**config.mk**
```make
export PLATFORM = sky130hd
export DESIGN_NAME = port_c_pin_mux
export DESIGN_NICKNAME = d
export VERILOG_FILES = /design/src/logic/port_c_pkg.sv /design/src/logic/port_c_pin_mux.sv
export SDC_FILE = /design/constraint.sdc
export NUM_CORES = 1
export LEC_CHECK = 0
export ABC_CLOCK_PERIOD_IN_PS = 2100
export BUFFER_PORTS_ARGS = -buffer_cell sky130_fd_sc_hd__buf_2
export CAP_MARGIN = 20
export CORE_MARGIN = 8
export CORE_UTILIZATION = 41
export DETAILED_ROUTE_END_ITERATION = 8
export PLACE_DENSITY = 0.77
export SLEW_MARGIN = 20
export SYNTH_ARGS = -nofsm -noshare
export SYNTH_HDL_FRONTEND = slang
export SYNTH_SLANG_ARGS = --single-unit
export TNS_END_PERCENT = 100
```
**constraint.sdc**
```tcl
create_clock -name ref_clk -period 2.1 [get_ports ref_clk]
set_clock_uncertainty 0.15 [all_clocks]
set_input_delay 0.105 -clock ref_clk [delete_from_list [all_inputs] [get_ports ref_clk]]
set_output_delay 0.105 -clock ref_clk [all_outputs]
set_load 0.01 [all_outputs]
```
**src/logic/port_c_pkg.sv**
```systemverilog
// Package for the port C pin multiplexer: register offsets, field positions and reset values.
// Assumes a 32-bit AXI4-Lite register bus with one aligned word per register.
package port_c_pkg;
    localparam logic [7:0] PIN_VALUE_OFFSET = 8'h00;
    localparam logic [7:0] OUTPUT_LATCH_OFFSET = 8'h04;
    localparam logic [7:0] DIRECTION_OFFSET = 8'h08;
    localparam logic [7:0] USB_CONTROL_OFFSET = 8'h0C;
    localparam logic [7:0] PIN_CONFIG_OFFSET = 8'h10;
    // Implemented bit masks; pin 3 is absent, pins 4 and 5 have no latch or direction bit.
    localparam logic [7:0] PIN_VALUE_MASK = 8'hF7;
    localparam logic [7:0] LATCH_DIR_MASK = 8'hC7;
    localparam logic [7:0] USB_CONTROL_MASK = 8'h7E;
    localparam logic [7:0] PIN_CONFIG_MASK = 8'h1F;
    localparam int USB_ENABLE_BIT = 3;
    // Configuration bits held in the block's own register.
    localparam int CFG_TIMER_OSC_BIT = 0;
    localparam int CFG_CCP_TWO_SEL_BIT = 1;
    localparam int CFG_XCVR_EXT_BIT = 2;
    localparam int CFG_ONCHIP_XCVR_OFF_BIT = 3;
    localparam int CFG_PWM_TRISTATE_BIT = 4;
    localparam logic [7:0] LATCH_RESET = 8'h00;
    localparam logic [7:0] DIRECTION_RESET = 8'hC7;
    localparam logic [7:0] USB_CONTROL_RESET = 8'h00;
    localparam logic [7:0] PIN_CONFIG_RESET = 8'h0A;
    localparam logic [1:0] RESP_OKAY = 2'h0;
    localparam logic [1:0] RESP_SLVERR = 2'h2;
endpackage : port_c_pkg

```
**src/logic/port_c_pin_mux.sv**
```systemverilog
// Port C pin multiplexer with AXI4-Lite register access and peripheral overrides on seven pins.
// Assumes pads and peripherals are synchronous to ref_clk; the pad resolves wire levels from the enables.
`timescale 1ns/10ps
module port_c_pin_mux
    import port_c_pkg::*;
(
    input wire logic ref_clk, // System clock, 20 MHz.
    input wire logic rst, // Asynchronous reset, active high.
    input wire logic clk_en, // Freezes all state while low.
    input wire logic [7:0] s_axi_awaddr, // Write address.
    input wire logic s_axi_awvalid, // Write address valid.
    output logic s_axi_awready, // Write address ready.
    input wire logic [31:0] s_axi_wdata, // Write data.
    input wire logic [3:0] s_axi_wstrb, // Write byte strobes.
    input wire logic s_axi_wvalid, // Write data valid.
    output logic s_axi_wready, // Write data ready.
    output logic [1:0] s_axi_bresp, // Write response.
    output logic s_axi_bvalid, // Write response valid.
    input wire logic s_axi_bready, // Write response ready.
    input wire logic [7:0] s_axi_araddr, // Read address.
    input wire logic s_axi_arvalid, // Read address valid.
    output logic s_axi_arready, // Read address ready.
    output logic [31:0] s_axi_rdata, // Read data.
    output logic [1:0] s_axi_rresp, // Read response.
    output logic s_axi_rvalid, // Read data valid.
    input wire logic s_axi_rready, // Read data ready.
    input wire logic [7:0] pin_in, // Pad input levels; bit 3 unused.
    output logic [7:0] pin_out, // Pad output levels.
    output logic [7:0] pin_oe, // Pad output enables, high drives.
    input wire logic large_package, // High on packages with PWM channel A.
    input wire logic timer_osc_enable, // Timer oscillator owns pins 0 and 1.
    output logic timer_counter_input, // Timer counter input from pin 0.
    input wire logic ccp_two_active, // Compare two in compare or PWM mode.
    input wire logic ccp_two_out, // Compare two output level.
    output logic ccp_two_capture, // Compare two capture input.
    input wire logic ccp_one_active, // Compare one in compare or PWM mode.
    input wire logic ccp_one_out, // Compare one output level.
    output logic ccp_one_capture, // Compare one capture input.
    input wire logic pwm_a_active, // Enhanced PWM channel A in use.
    input wire logic pwm_a_out, // PWM channel A level.
    input wire logic pwm_shutdown, // Enhanced PWM shutdown event in progress.
    input wire logic xcvr_output_enable, // Transceiver output enable from USB module.
    output logic xcvr_minus_input, // External transceiver minus data.
    output logic xcvr_plus_input, // External transceiver plus data.
    input wire logic usb_drive, // On-chip transceiver drives the bus now.
    input wire logic usb_minus_out, // On-chip minus line level.
    input wire logic usb_plus_out, // On-chip plus line level.
    output logic usb_minus_in, // On-chip minus line received.
    output logic usb_plus_in, // On-chip plus line received.
    input wire logic usart_tx_active, // Serial unit in asynchronous transmit mode.
    input wire logic usart_tx_out, // Asynchronous transmit data.
    output logic usart_rx_in, // Asynchronous receive data.
    input wire logic usart_sync_mode, // Serial unit in synchronous mode.
    input wire logic sync_serial_clock_out, // Synchronous clock out.
    output logic sync_serial_clock_in, // Synchronous clock in.
    input wire logic sync_serial_line_drive, // Synchronous data output active.
    input wire logic sync_serial_line_out, // Synchronous data out.
    output logic sync_serial_line_in, // Synchronous data in.
    input wire logic spi_active, // SPI data output enabled.
    input wire logic spi_serial_out, // SPI data out.
    output logic ccp_two_alt_out, // Compare two output for the alternate pin.
    output logic ccp_two_alt_oe // Compare two alternate pin enable.
);

    typedef struct packed {
        logic [7:0] output_latch_reg;
        logic [7:0] direction_reg;
        logic [7:0] usb_control_reg;
        logic [7:0] pin_config_reg;
        logic [7:0] pin_sample_reg;
        logic aw_held_reg;
        logic [7:0] aw_addr_reg;
        logic w_held_reg;
        logic [31:0] w_data_reg;
        logic [3:0] w_strb_reg;
        logic bvalid_reg;
        logic [1:0] bresp_reg;
        logic rvalid_reg;
        logic [31:0] rdata_reg;
        logic [1:0] rresp_reg;
    } state_type;

    state_type state_reg;
    state_type state_next;

    // Decode a word address to its register; any other address is unmapped.
    function automatic logic addr_mapped(input logic [7:0] addr);
        if (addr == PIN_VALUE_OFFSET) begin
            addr_mapped = 1'b1;
        end else if (addr == OUTPUT_LATCH_OFFSET) begin
            addr_mapped = 1'b1;
        end else if (addr == DIRECTION_OFFSET) begin
            addr_mapped = 1'b1;
        end else if (addr == USB_CONTROL_OFFSET) begin
            addr_mapped = 1'b1;
        end else if (addr == PIN_CONFIG_OFFSET) begin
            addr_mapped = 1'b1;
        end else begin
            addr_mapped = 1'b0;
        end
    endfunction : addr_mapped

    logic timer_osc_on;
    logic ccp_two_here;
    logic ext_xcvr;
    logic onchip_on;
    logic usb_en;
    logic port_in_ok;
    logic [7:0] dir_eff;
    logic [7:0] latch;
    logic [7:0] pin_value_view;

    // Mode decode shared by output selection and input routing.
    always_comb begin
        latch = state_reg.output_latch_reg;
        dir_eff = state_reg.direction_reg;
        usb_en = state_reg.usb_control_reg[USB_ENABLE_BIT];
        timer_osc_on = timer_osc_enable | state_reg.pin_config_reg[CFG_TIMER_OSC_BIT];
        ccp_two_here = state_reg.pin_config_reg[CFG_CCP_TWO_SEL_BIT];
        ext_xcvr = usb_en & state_reg.pin_config_reg[CFG_XCVR_EXT_BIT];
        onchip_on = ~state_reg.pin_config_reg[CFG_ONCHIP_XCVR_OFF_BIT];
        port_in_ok = ~usb_en & ~onchip_on;
    end

    // Fixed-priority output selection per pin; the highest listed source wins.
    always_comb begin
        pin_out = 8'h00;
        pin_oe = 8'h00;
        // Pin 0: oscillator disables digital drive altogether.
        if (!timer_osc_on) begin
            pin_out[0] = latch[0];
            pin_oe[0] = ~dir_eff[0];
        end
        // Pin 1: oscillator, then transceiver enable, then compare two, then latch.
        if (timer_osc_on) begin
            pin_oe[1] = 1'b0;
        end else if (ext_xcvr) begin
            pin_out[1] = xcvr_output_enable;
            pin_oe[1] = 1'b1;
        end else if (ccp_two_here && ccp_two_active && !dir_eff[1]) begin
            pin_out[1] = ccp_two_out;
            pin_oe[1] = 1'b1;
        end else begin
            pin_out[1] = latch[1];
            pin_oe[1] = ~dir_eff[1];
        end
        // Pin 2: PWM channel A may be tristated during shutdown.
        if (large_package && pwm_a_active && !dir_eff[2]) begin
            pin_out[2] = pwm_a_out;
            pin_oe[2] = ~(pwm_shutdown & state_reg.pin_config_reg[CFG_PWM_TRISTATE_BIT]);
        end else if (ccp_one_active && !dir_eff[2]) begin
            pin_out[2] = ccp_one_out;
            pin_oe[2] = 1'b1;
        end else begin
            pin_out[2] = latch[2];
            pin_oe[2] = ~dir_eff[2];
        end
        // Pins 4 and 5 drive only for the on-chip transceiver while it transmits.
        if (usb_en && onchip_on && !ext_xcvr && usb_drive) begin
            pin_out[4] = usb_minus_out;
            pin_out[5] = usb_plus_out;
            pin_oe[4] = 1'b1;
            pin_oe[5] = 1'b1;
        end
        // Pin 6: synchronous clock, then transmit, both only with direction zero.
        if (usart_sync_mode && !dir_eff[6]) begin
            pin_out[6] = sync_serial_clock_out;
            pin_oe[6] = 1'b1;
        end else if (usart_tx_active && !usart_sync_mode) begin
            pin_out[6] = usart_tx_out;
            pin_oe[6] = ~dir_eff[6];
        end else begin
            pin_out[6] = latch[6];
            pin_oe[6] = ~dir_eff[6];
        end
        // Pin 7: synchronous data first, then SPI, then latch.
        if (usart_sync_mode && sync_serial_line_drive) begin
            pin_out[7] = sync_serial_line_out;
            pin_oe[7] = 1'b1;
        end else if (spi_active && !dir_eff[7]) begin
            pin_out[7] = spi_serial_out;
            pin_oe[7] = 1'b1;
        end else begin
            pin_out[7] = latch[7];
            pin_oe[7] = ~dir_eff[7];
        end
    end

    // Input routing to peripherals; paths that are not allowed read as zero.
    always_comb begin
        timer_counter_input = ~timer_osc_on & dir_eff[0] & pin_in[0];
        ccp_two_capture = ccp_two_here & ~timer_osc_on & dir_eff[1] & pin_in[1];
        ccp_one_capture = dir_eff[2] & pin_in[2];
        xcvr_minus_input = ext_xcvr & pin_in[4];
        xcvr_plus_input = ext_xcvr & pin_in[5];
        usb_minus_in = usb_en & onchip_on & pin_in[4];
        usb_plus_in = usb_en & onchip_on & pin_in[5];
        sync_serial_clock_in = usart_sync_mode & dir_eff[6] & pin_in[6];
        usart_rx_in = ~usart_sync_mode & dir_eff[7] & pin_in[7];
        sync_serial_line_in = usart_sync_mode & dir_eff[7] & pin_in[7];
        ccp_two_alt_out = ccp_two_out;
        ccp_two_alt_oe = ~ccp_two_here & ccp_two_active;
        pin_value_view = state_reg.pin_sample_reg & PIN_VALUE_MASK;
        if (timer_osc_on) begin
            pin_value_view[1:0] = 2'h0;
        end
        if (!port_in_ok) begin
            pin_value_view[5:4] = 2'h0;
        end
    end

    // Bus handshake outputs come straight from the state.
    always_comb begin
        s_axi_awready = ~state_reg.aw_held_reg & ~state_reg.bvalid_reg;
        s_axi_wready = ~state_reg.w_held_reg & ~state_reg.bvalid_reg;
        s_axi_bvalid = state_reg.bvalid_reg;
        s_axi_bresp = state_reg.bresp_reg;
        s_axi_arready = ~state_reg.rvalid_reg;
        s_axi_rvalid = state_reg.rvalid_reg;
        s_axi_rdata = state_reg.rdata_reg;
        s_axi_rresp = state_reg.rresp_reg;
    end

    // Next state: pin sampling, write capture in any order, write commit, read answer.
    // Address and data are held until both arrive, so the response never precedes either.
    always_comb begin
        logic [7:0] wbyte;
        logic [7:0] waddr;
        wbyte = 8'h00;
        waddr = 8'h00;
        state_next = state_reg;
        state_next.pin_sample_reg = pin_in;
        if (s_axi_awvalid && s_axi_awready) begin
            state_next.aw_held_reg = 1'b1;
            state_next.aw_addr_reg = {s_axi_awaddr[7:2], 2'b00};
        end
        if (s_axi_wvalid && s_axi_wready) begin
            state_next.w_held_reg = 1'b1;
            state_next.w_data_reg = s_axi_wdata;
            state_next.w_strb_reg = s_axi_wstrb;
        end
        if (state_reg.aw_held_reg && state_reg.w_held_reg) begin
            waddr = state_reg.aw_addr_reg;
            wbyte = state_reg.w_data_reg[7:0];
            state_next.aw_held_reg = 1'b0;
            state_next.w_held_reg = 1'b0;
            state_next.bvalid_reg = 1'b1;
            state_next.bresp_reg = addr_mapped(waddr) ? RESP_OKAY : RESP_SLVERR;
            if (state_reg.w_strb_reg[0]) begin
                // A write to the pin value register lands in the latch.
                if (waddr == PIN_VALUE_OFFSET || waddr == OUTPUT_LATCH_OFFSET) begin
                    state_next.output_latch_reg = wbyte & LATCH_DIR_MASK;
                end else if (waddr == DIRECTION_OFFSET) begin
                    state_next.direction_reg = wbyte & LATCH_DIR_MASK;
                end else if (waddr == USB_CONTROL_OFFSET) begin
                    state_next.usb_control_reg = wbyte & USB_CONTROL_MASK;
                end else if (waddr == PIN_CONFIG_OFFSET) begin
                    state_next.pin_config_reg = wbyte & PIN_CONFIG_MASK;
                end
            end
        end
        if (state_reg.bvalid_reg && s_axi_bready) begin
            state_next.bvalid_reg = 1'b0;
        end
        if (state_reg.rvalid_reg && s_axi_rready) begin
            state_next.rvalid_reg = 1'b0;
        end
        if (s_axi_arvalid && s_axi_arready) begin
            state_next.rvalid_reg = 1'b1;
            state_next.rresp_reg = RESP_OKAY;
            state_next.rdata_reg = 32'h0000_0000;
            if ({s_axi_araddr[7:2], 2'b00} == PIN_VALUE_OFFSET) begin
                state_next.rdata_reg[7:0] = pin_value_view;
            end else if ({s_axi_araddr[7:2], 2'b00} == OUTPUT_LATCH_OFFSET) begin
                state_next.rdata_reg[7:0] = state_reg.output_latch_reg;
            end else if ({s_axi_araddr[7:2], 2'b00} == DIRECTION_OFFSET) begin
                state_next.rdata_reg[7:0] = state_reg.direction_reg;
            end else if ({s_axi_araddr[7:2], 2'b00} == USB_CONTROL_OFFSET) begin
                state_next.rdata_reg[7:0] = state_reg.usb_control_reg;
            end else if ({s_axi_araddr[7:2], 2'b00} == PIN_CONFIG_OFFSET) begin
                state_next.rdata_reg[7:0] = state_reg.pin_config_reg;
            end else begin
                state_next.rresp_reg = RESP_SLVERR;
            end
        end
    end

    // One register stage for the whole state; the enable freezes everything.
    always_ff @(posedge ref_clk or posedge rst) begin
        if (rst) begin
            state_reg <= '0;
            state_reg.direction_reg <= DIRECTION_RESET;
            state_reg.output_latch_reg <= LATCH_RESET;
            state_reg.usb_control_reg <= USB_CONTROL_RESET;
            state_reg.pin_config_reg <= PIN_CONFIG_RESET;
        end else if (clk_en) begin
            state_reg <= state_next;
        end
    end

    // Pins with direction one never drive unless an override owns them.
    property p_dir_input_tristate;
        @(posedge ref_clk) disable iff (rst)
        (state_reg.direction_reg[0] || timer_osc_on) |-> !pin_oe[0];
    endproperty
    a_dir_input_tristate: assert property (p_dir_input_tristate) else $error("Pin 0 drives as input.");

    property p_latch_readback;
        @(posedge ref_clk) disable iff (rst)
        (clk_en && s_axi_arvalid && s_axi_arready && s_axi_araddr == OUTPUT_LATCH_OFFSET)
            |=> s_axi_rdata[7:0] == $past(state_reg.output_latch_reg);
    endproperty
    a_latch_readback: assert property (p_latch_readback) else $error("Latch readback differs.");

    property p_reserved_zero;
        @(posedge ref_clk) disable iff (rst)
        s_axi_rvalid |-> s_axi_rdata[31:8] == 24'h000000 && pin_value_view[3] == 1'b0
            && state_reg.output_latch_reg[5:3] == 3'b000 && state_reg.direction_reg[5:3] == 3'b000;
    endproperty
    a_reserved_zero: assert property (p_reserved_zero) else $error("Reserved bit reads one.");

    property p_osc_pin_one;
        @(posedge ref_clk) disable iff (rst)
        timer_osc_on |-> !pin_oe[1] && !ccp_two_capture;
    endproperty
    a_osc_pin_one: assert property (p_osc_pin_one) else $error("Oscillator pin used digitally.");

    property p_ext_xcvr_oe;
        @(posedge ref_clk) disable iff (rst)
        (ext_xcvr && !timer_osc_on) |-> pin_oe[1] && pin_out[1] == xcvr_output_enable;
    endproperty
    a_ext_xcvr_oe: assert property (p_ext_xcvr_oe) else $error("Enable not on pin 1.");

    property p_usb_pins_quiet;
        @(posedge ref_clk) disable iff (rst)
        !(usb_en && onchip_on && usb_drive) |-> pin_oe[5:4] == 2'b00;
    endproperty
    a_usb_pins_quiet: assert property (p_usb_pins_quiet) else $error("Pins 4 or 5 drive.");

    property p_port_in_gate;
        @(posedge ref_clk) disable iff (rst)
        !port_in_ok |-> pin_value_view[5:4] == 2'b00;
    endproperty
    a_port_in_gate: assert property (p_port_in_gate) else $error("Port input not gated.");

    property p_sync_line_first;
        @(posedge ref_clk) disable iff (rst)
        (usart_sync_mode && sync_serial_line_drive) |-> pin_oe[7] && pin_out[7] == sync_serial_line_out;
    endproperty
    a_sync_line_first: assert property (p_sync_line_first) else $error("Sync data lost priority.");

    property p_spi_over_latch;
        @(posedge ref_clk) disable iff (rst)
        (spi_active && !dir_eff[7] && !(usart_sync_mode && sync_serial_line_drive)) |-> pin_out[7] == spi_serial_out;
    endproperty
    a_spi_over_latch: assert property (p_spi_over_latch) else $error("SPI lost to latch.");

    property p_rx_gate;
        @(posedge ref_clk) disable iff (rst)
        !dir_eff[7] |-> !usart_rx_in && !sync_serial_line_in;
    endproperty
    a_rx_gate: assert property (p_rx_gate) else $error("Receive taken while output.");

endmodule : port_c_pin_mux

```
=== Yosys cells after proc, flatten, opt, wreduce, memory -nomap -nowiden ===
Index checks and enable logic that the tools add are counted.

* $add $sub $neg: 0
* Multiply operators: 0
* Div/mod/pow operators: 0
* $lt $le $gt $ge: 0
* Eq/ne operators: 8
* Shift operators: 0
* Muxes and demuxes: 48
* Bitwise logic cells: 42
* Reductions and logical operators: 43

{| class="wikitable"
|+ Operators with widths
! cell !! count
|-
| 37-bit 2-to-1 mux || 1
|-
| 35-bit 2-to-1 mux || 1
|-
| 1-bit 2-to-1 mux || 29
|-
| 6-bit by 2-bit equality test with 1-bit output (second input constant) || 4
|-
| 8-bit 2-to-1 mux || 3
|-
| 1-bit AND || 23
|-
| 2-bit 2-to-1 mux || 10
|-
| 1-bit logical AND || 18
|-
| 1-bit inverter || 18
|-
| 2-bit AND reduction || 8
|-
| 6-bit by 1-bit equality test with 1-bit output (second input constant) || 2
|-
| 6-bit by 3-bit equality test with 1-bit output (second input constant) || 2
|-
| 9-bit 2-to-1 mux || 1
|-
| 8-bit logical NOT || 1
|-
| 2-bit nonzero test || 4
|-
| 7-bit 2-to-1 mux || 1
|-
| 7-bit AND reduction || 1
|-
| 1-bit logical NOT || 6
|-
| 6-bit logical NOT || 1
|-
| 6-bit AND reduction || 1
|-
| 5-bit 2-to-1 mux || 1
|-
| 5-bit AND reduction || 1
|-
| 4-bit AND reduction || 1
|-
| 3-bit 2-to-1 mux || 1
|-
| other kinds (2) || 2
|}

* Register bits: 87
* Bits in latches: 0
* Memory bits (writable): 0
* ROM bits: 0
* Bits of input ports: 89
* Output and inout bits: 69
* Logic and storage cells: 156
* Memories: 0

=== Logic depth before layout (Yosys ltp) ===
* Depth after elaboration: 10
* Gate-level depth with buffers: 6
* Depth with buffers taken out: 5

=== Worst setup path before layout ===
No wires, ideal clock.

* Path kind: register to register
* Start: register state_reg[80] (netlist bit)
* End: register state_reg[92] (netlist bit)
* Library setup time: 0.125 ns
* Data arrival time: 1.657 ns
* Required time: 1.825 ns
* Slack: 0.167 ns
* Stages on the path, launching flop included: 6
* Buffers on the path: 1
* Clock period less this slack: 1.933 ns
* Cell sequence: dfrtp_1 nor3_2 nand3_4 or4b_4 buf_6 mux2_4

* Cells in the longest elaborated chain, start to end: 4
* Elaborated cells between the ends (all ways): 10
* Classes of those cells: eq/ne (4); bitwise (3); reduce/logical (3)

{| class="wikitable"
|+ Ends and longest elaborated chain
! element !! line !! text
|-
| start, declared || port_c_pin_mux.sv:83 || <nowiki>state_type state_reg;</nowiki>
|-
| start signal, assigned || port_c_pin_mux.sv:297 || <nowiki>state_reg <= state_next;</nowiki>
|-
| 6-bit by 1-bit equality test with 1-bit output / 8-bit logical NOT (equally long branches) || port_c_pin_mux.sv:251 || <nowiki>if (waddr == PIN_VALUE_OFFSET || waddr == OUTPUT_LATCH_OFFSET) begin</nowiki>
|-
| 1-bit logical OR || port_c_pin_mux.sv:251 ||
|-
| 1-bit inverter (no line) || - ||
|-
| 7-bit AND reduction (no line) * || - ||
|}

Mark *: on every way between the ends. The rest lies on a longest branch, timed or not.
A chain may end at the register's enable or synchronous reset.

=== Worst setup path after layout ===
* Start: register state_reg, in the netlist ccp_two_here
* End: output port pin_out[1]

* Cells in the longest elaborated chain, start to end: 5

{| class="wikitable"
|+ Ends and longest elaborated chain
! element !! line !! text
|-
| 1-bit logical AND (2 in series) || port_c_pin_mux.sv:140 || <nowiki>end else if (ccp_two_here && ccp_two_active && !dir_eff[1]) begin</nowiki>
|-
| 1-bit 2-to-1 mux || port_c_pin_mux.sv:140 ||
|-
| 1-bit 2-to-1 mux || port_c_pin_mux.sv:137 || <nowiki>end else if (ext_xcvr) begin</nowiki>
|-
| 1-bit 2-to-1 mux || port_c_pin_mux.sv:135 || <nowiki>if (timer_osc_on) begin</nowiki>
|-
| end, declared || port_c_pin_mux.sv:28 || <nowiki>output logic [7:0] pin_out,</nowiki>
|}

Every way passes these cells.

==> flow_summary.ini <==
[outcome]
outcome = completed

[sta]
period_share_pct = 96.5
final-setup-viol-count = 0
rsz0062_at_grt = false
timing.final.hold_violations = 0
slew_viol_final = 0
layout_min_cycle_time_ps = 2030
setup_tns_ps = 0
maxClockFrequency_ghz = 0.493

[logic_synthesis]
netlist_top_cells_area = dfrtp_1 (41%), mux2_2 (14%), buf_4 (9.8%)
yosysSeqAreaShare_pct = 46.9
yosys-top-cells-count = dfrtp_1 (50), buf_4 (40), mux2_2 (38)
share_of_synthesized_registers_carrying_an_async_set_or_reset_pct = 100
synth_area_um2 = 3060
synth-seq-cells = 57
syn-mean-instance-area_um2 = 10.9
synth_top_area_cell = dfrtp_1
synth-edff-count = 0
yosys_most_used_dff = dfrtp_1
yosysMostFrequentCell = dfrtp_1
yosysWarningCount = 0
post_syn_instances = 280
synthDistinctLibCells = 45
yosys.area.top_type_share_pct = 40.9

[layout]
fillerInstances = 663
register_area_um2 = 1440
n_antenna_cell = 0
finish.net_count = 488
area_growth_syn_to_layout_pct = 28.9
multiInputGateArea_um2 = 1370
layout-drive-gt1-share_pct = 43.3
largest_register_ffs = 31

[power_and_ir_drop]
vdd_drop_max_mv = 0.521
fin_total_pwr_mw = 3.50
p_leak_nw = 1.99
p_per_area_nw_per_um2 = 886

[hold_path]
min-delay-path-class = primary input to async pin

[grt]
global_route_wire_length_before_repair_mm = 11.9
grt_usage_pct = 14.7
grt_antenna_before_repair = 0
first_global_vias = 2518
globalRoute.totalOverflow = 0
grt_max_degree = 28

[clock_tree]
clk-insertion-delay-late_ps = 320
cts_sinks = 57
clock_tree_from_tritoncts = yes
count_of_h_tree_levels_built_during_cts = 3
clk_transition_reported_paths_ps = 60
postCtsResizedCells = 0
cts_buffer_depth = 2
cts_setup_buffers = 0
cts.hold.buffers_added = 25
cts_made_buffers = 9
cts-root-buf = clkbuf_8

[drt]
drtPass1Iterations = 4
remaining_drc_errors = 0
route.vias.total = 2462
ant_nets = 0
detail_route.wirelength_mm = 7.82
post_drt_via_cell_ratio = 4.89
post_drt_wl_per_cell_um = 15.6
initialDrtViolationCount = 63

[job]
drv.max_cap_violation_count = 0

[floorplan]
core_footprint_um2 = 7250
dieWidth_um = 102
row_count = 31
dieArea_um2 = 10500
die_height_um = 102
ios = 158
floorplan.initialDensity_pct = 42.2

[setup_path]
max_stage_delay_ps = 580
critPathTopFamily = flip-flops
rr_startpoint = state_reg[80]$_DFFE_PP0P_
critPathLaunchType = flop
critical_path.n_buffers_inverters = 1
critical_path.startpoint = ccp_two_here$_DFFE_PP1P_
arrival_ps = 1770
crit_required_ps = 1850
cp_max_fo = 5
worst-setup-path-type = flop to output port
critPathCaptureType = output port
critical_path.slowest_cell = dfstp_2
worstPathCellList = nand2_1 -> nor2_1 -> mux2i_1 -> a2111oi_0 -> buf_2

[placed_design]
portBuffers = 97
place_congestion = 0.795
place_hpwl_mm = 6.07
-- power breakdown --
part / leakage, nW / internal, mW / switching [mW]
clock: 0.107 / 0.644 / 0.404
sequential: 0.709 / 1.39 / 0.263
combinational: 1.18 / 0.441 / 0.357
total: 1.99 / 2.47 / 1.02
-- cell families after synthesis --
group                  share of synthesized area, %
AND/OR/NAND/NOR                                15.3
multiplexers                                   18.1
flip-flops                                     46.9
buffers and inverters                          11.8
other                                         0.122
AO/OA/AOI/OAI                                  7.89
-- stage by stage --
stage | area, um2 | setup slack (ps) | hold slack [ps] | std cells | util (%)
global placement | 3490 | 158 | -171 | 462 | 48.1
detailed placement | 3490 | 129 | -167 | 462 | 48.1
finish | 3950 | 73.0 | 41.2 | 503 | 54.4
global route | 3950 | 3.77 | 41.4 | 503 | 54.4
floorplan | 3160 | 167 | 61.1 | 307 | -
CTS | 3950 | 49.5 | 27.4 | 503 | 54.4
-- placed cells by master (no fill, tap or decap), types with 2 or more instances in the layout --
cell	instances
clkbuf_8	12
and2_1	4
a22o_1	2
nand2_1	24
dlygate4sd3_1	25
and4_1	2
and3b_1	3
a32oi_1	4
nand3b_1	3
mux2i_1	5
o21ai_0	10
nor2b_1	4
and3_1	6
nor2_1	14
nand4_1	2
nand3_1	4
clkbuf_1	2
dfrtp_1	50
dfstp_2	7
nor4bb_1	2
mux2_2	38
nor3_1	5
mux2_4	5
conb_1	28
a31oi_1	5
a21oi_1	9
buf_4	7
inv_1	5
buf_2	97
-- final cells by class --
type,count,share of cell area [%]
clock buffers,14,4.38
well taps,99,3.14
clock inverters,2,0.888
inverters,6,0.571
multi-input cells,196,34.7
repair buffers,129,20.0
flip-flops and latches,57,36.4
-- path summary, 6_finish.rpt --
kind                                               to  depth (start not counted)  slack, ps
max in group asynchronous      dir_eff[0]$_DFFE_PP1P_                          4       1160
hold reg to reg            s_axi_rdata[3]$_DFFE_PP0P_                          2        320
hold / removal              state_reg[82]$_DFFE_PP0P_                          3         40
setup reg to reg            state_reg[92]$_DFFE_PP0P_                          4        120
min in group ref_clk       s_axi_rdata[5]$_DFFE_PP0P_                          3         40
setup / recovery                           pin_out[1]                          5         70
-- layer usage --
| layer | routed length [um] | share of wire [%] | global-route usage [%] |
|---|---|---|---|
| met4 | 235 | 3.0 | 8.35 |
| met1 | 2880 | 37 | 15.4 |
| met5 | 0 | 0 | 0 |
| met2 | 4170 | 53 | 26.6 |
| met3 | 534 | 6.8 | 3.13 |
-- worst register-to-register path, stage by stage (launching register included) --
cell	delay [ps]
dfrtp_1	380
nor3_2	300
nand3_4	110
or4b_4	600
mux2_4	320
(Power assumes the default switching activity.)
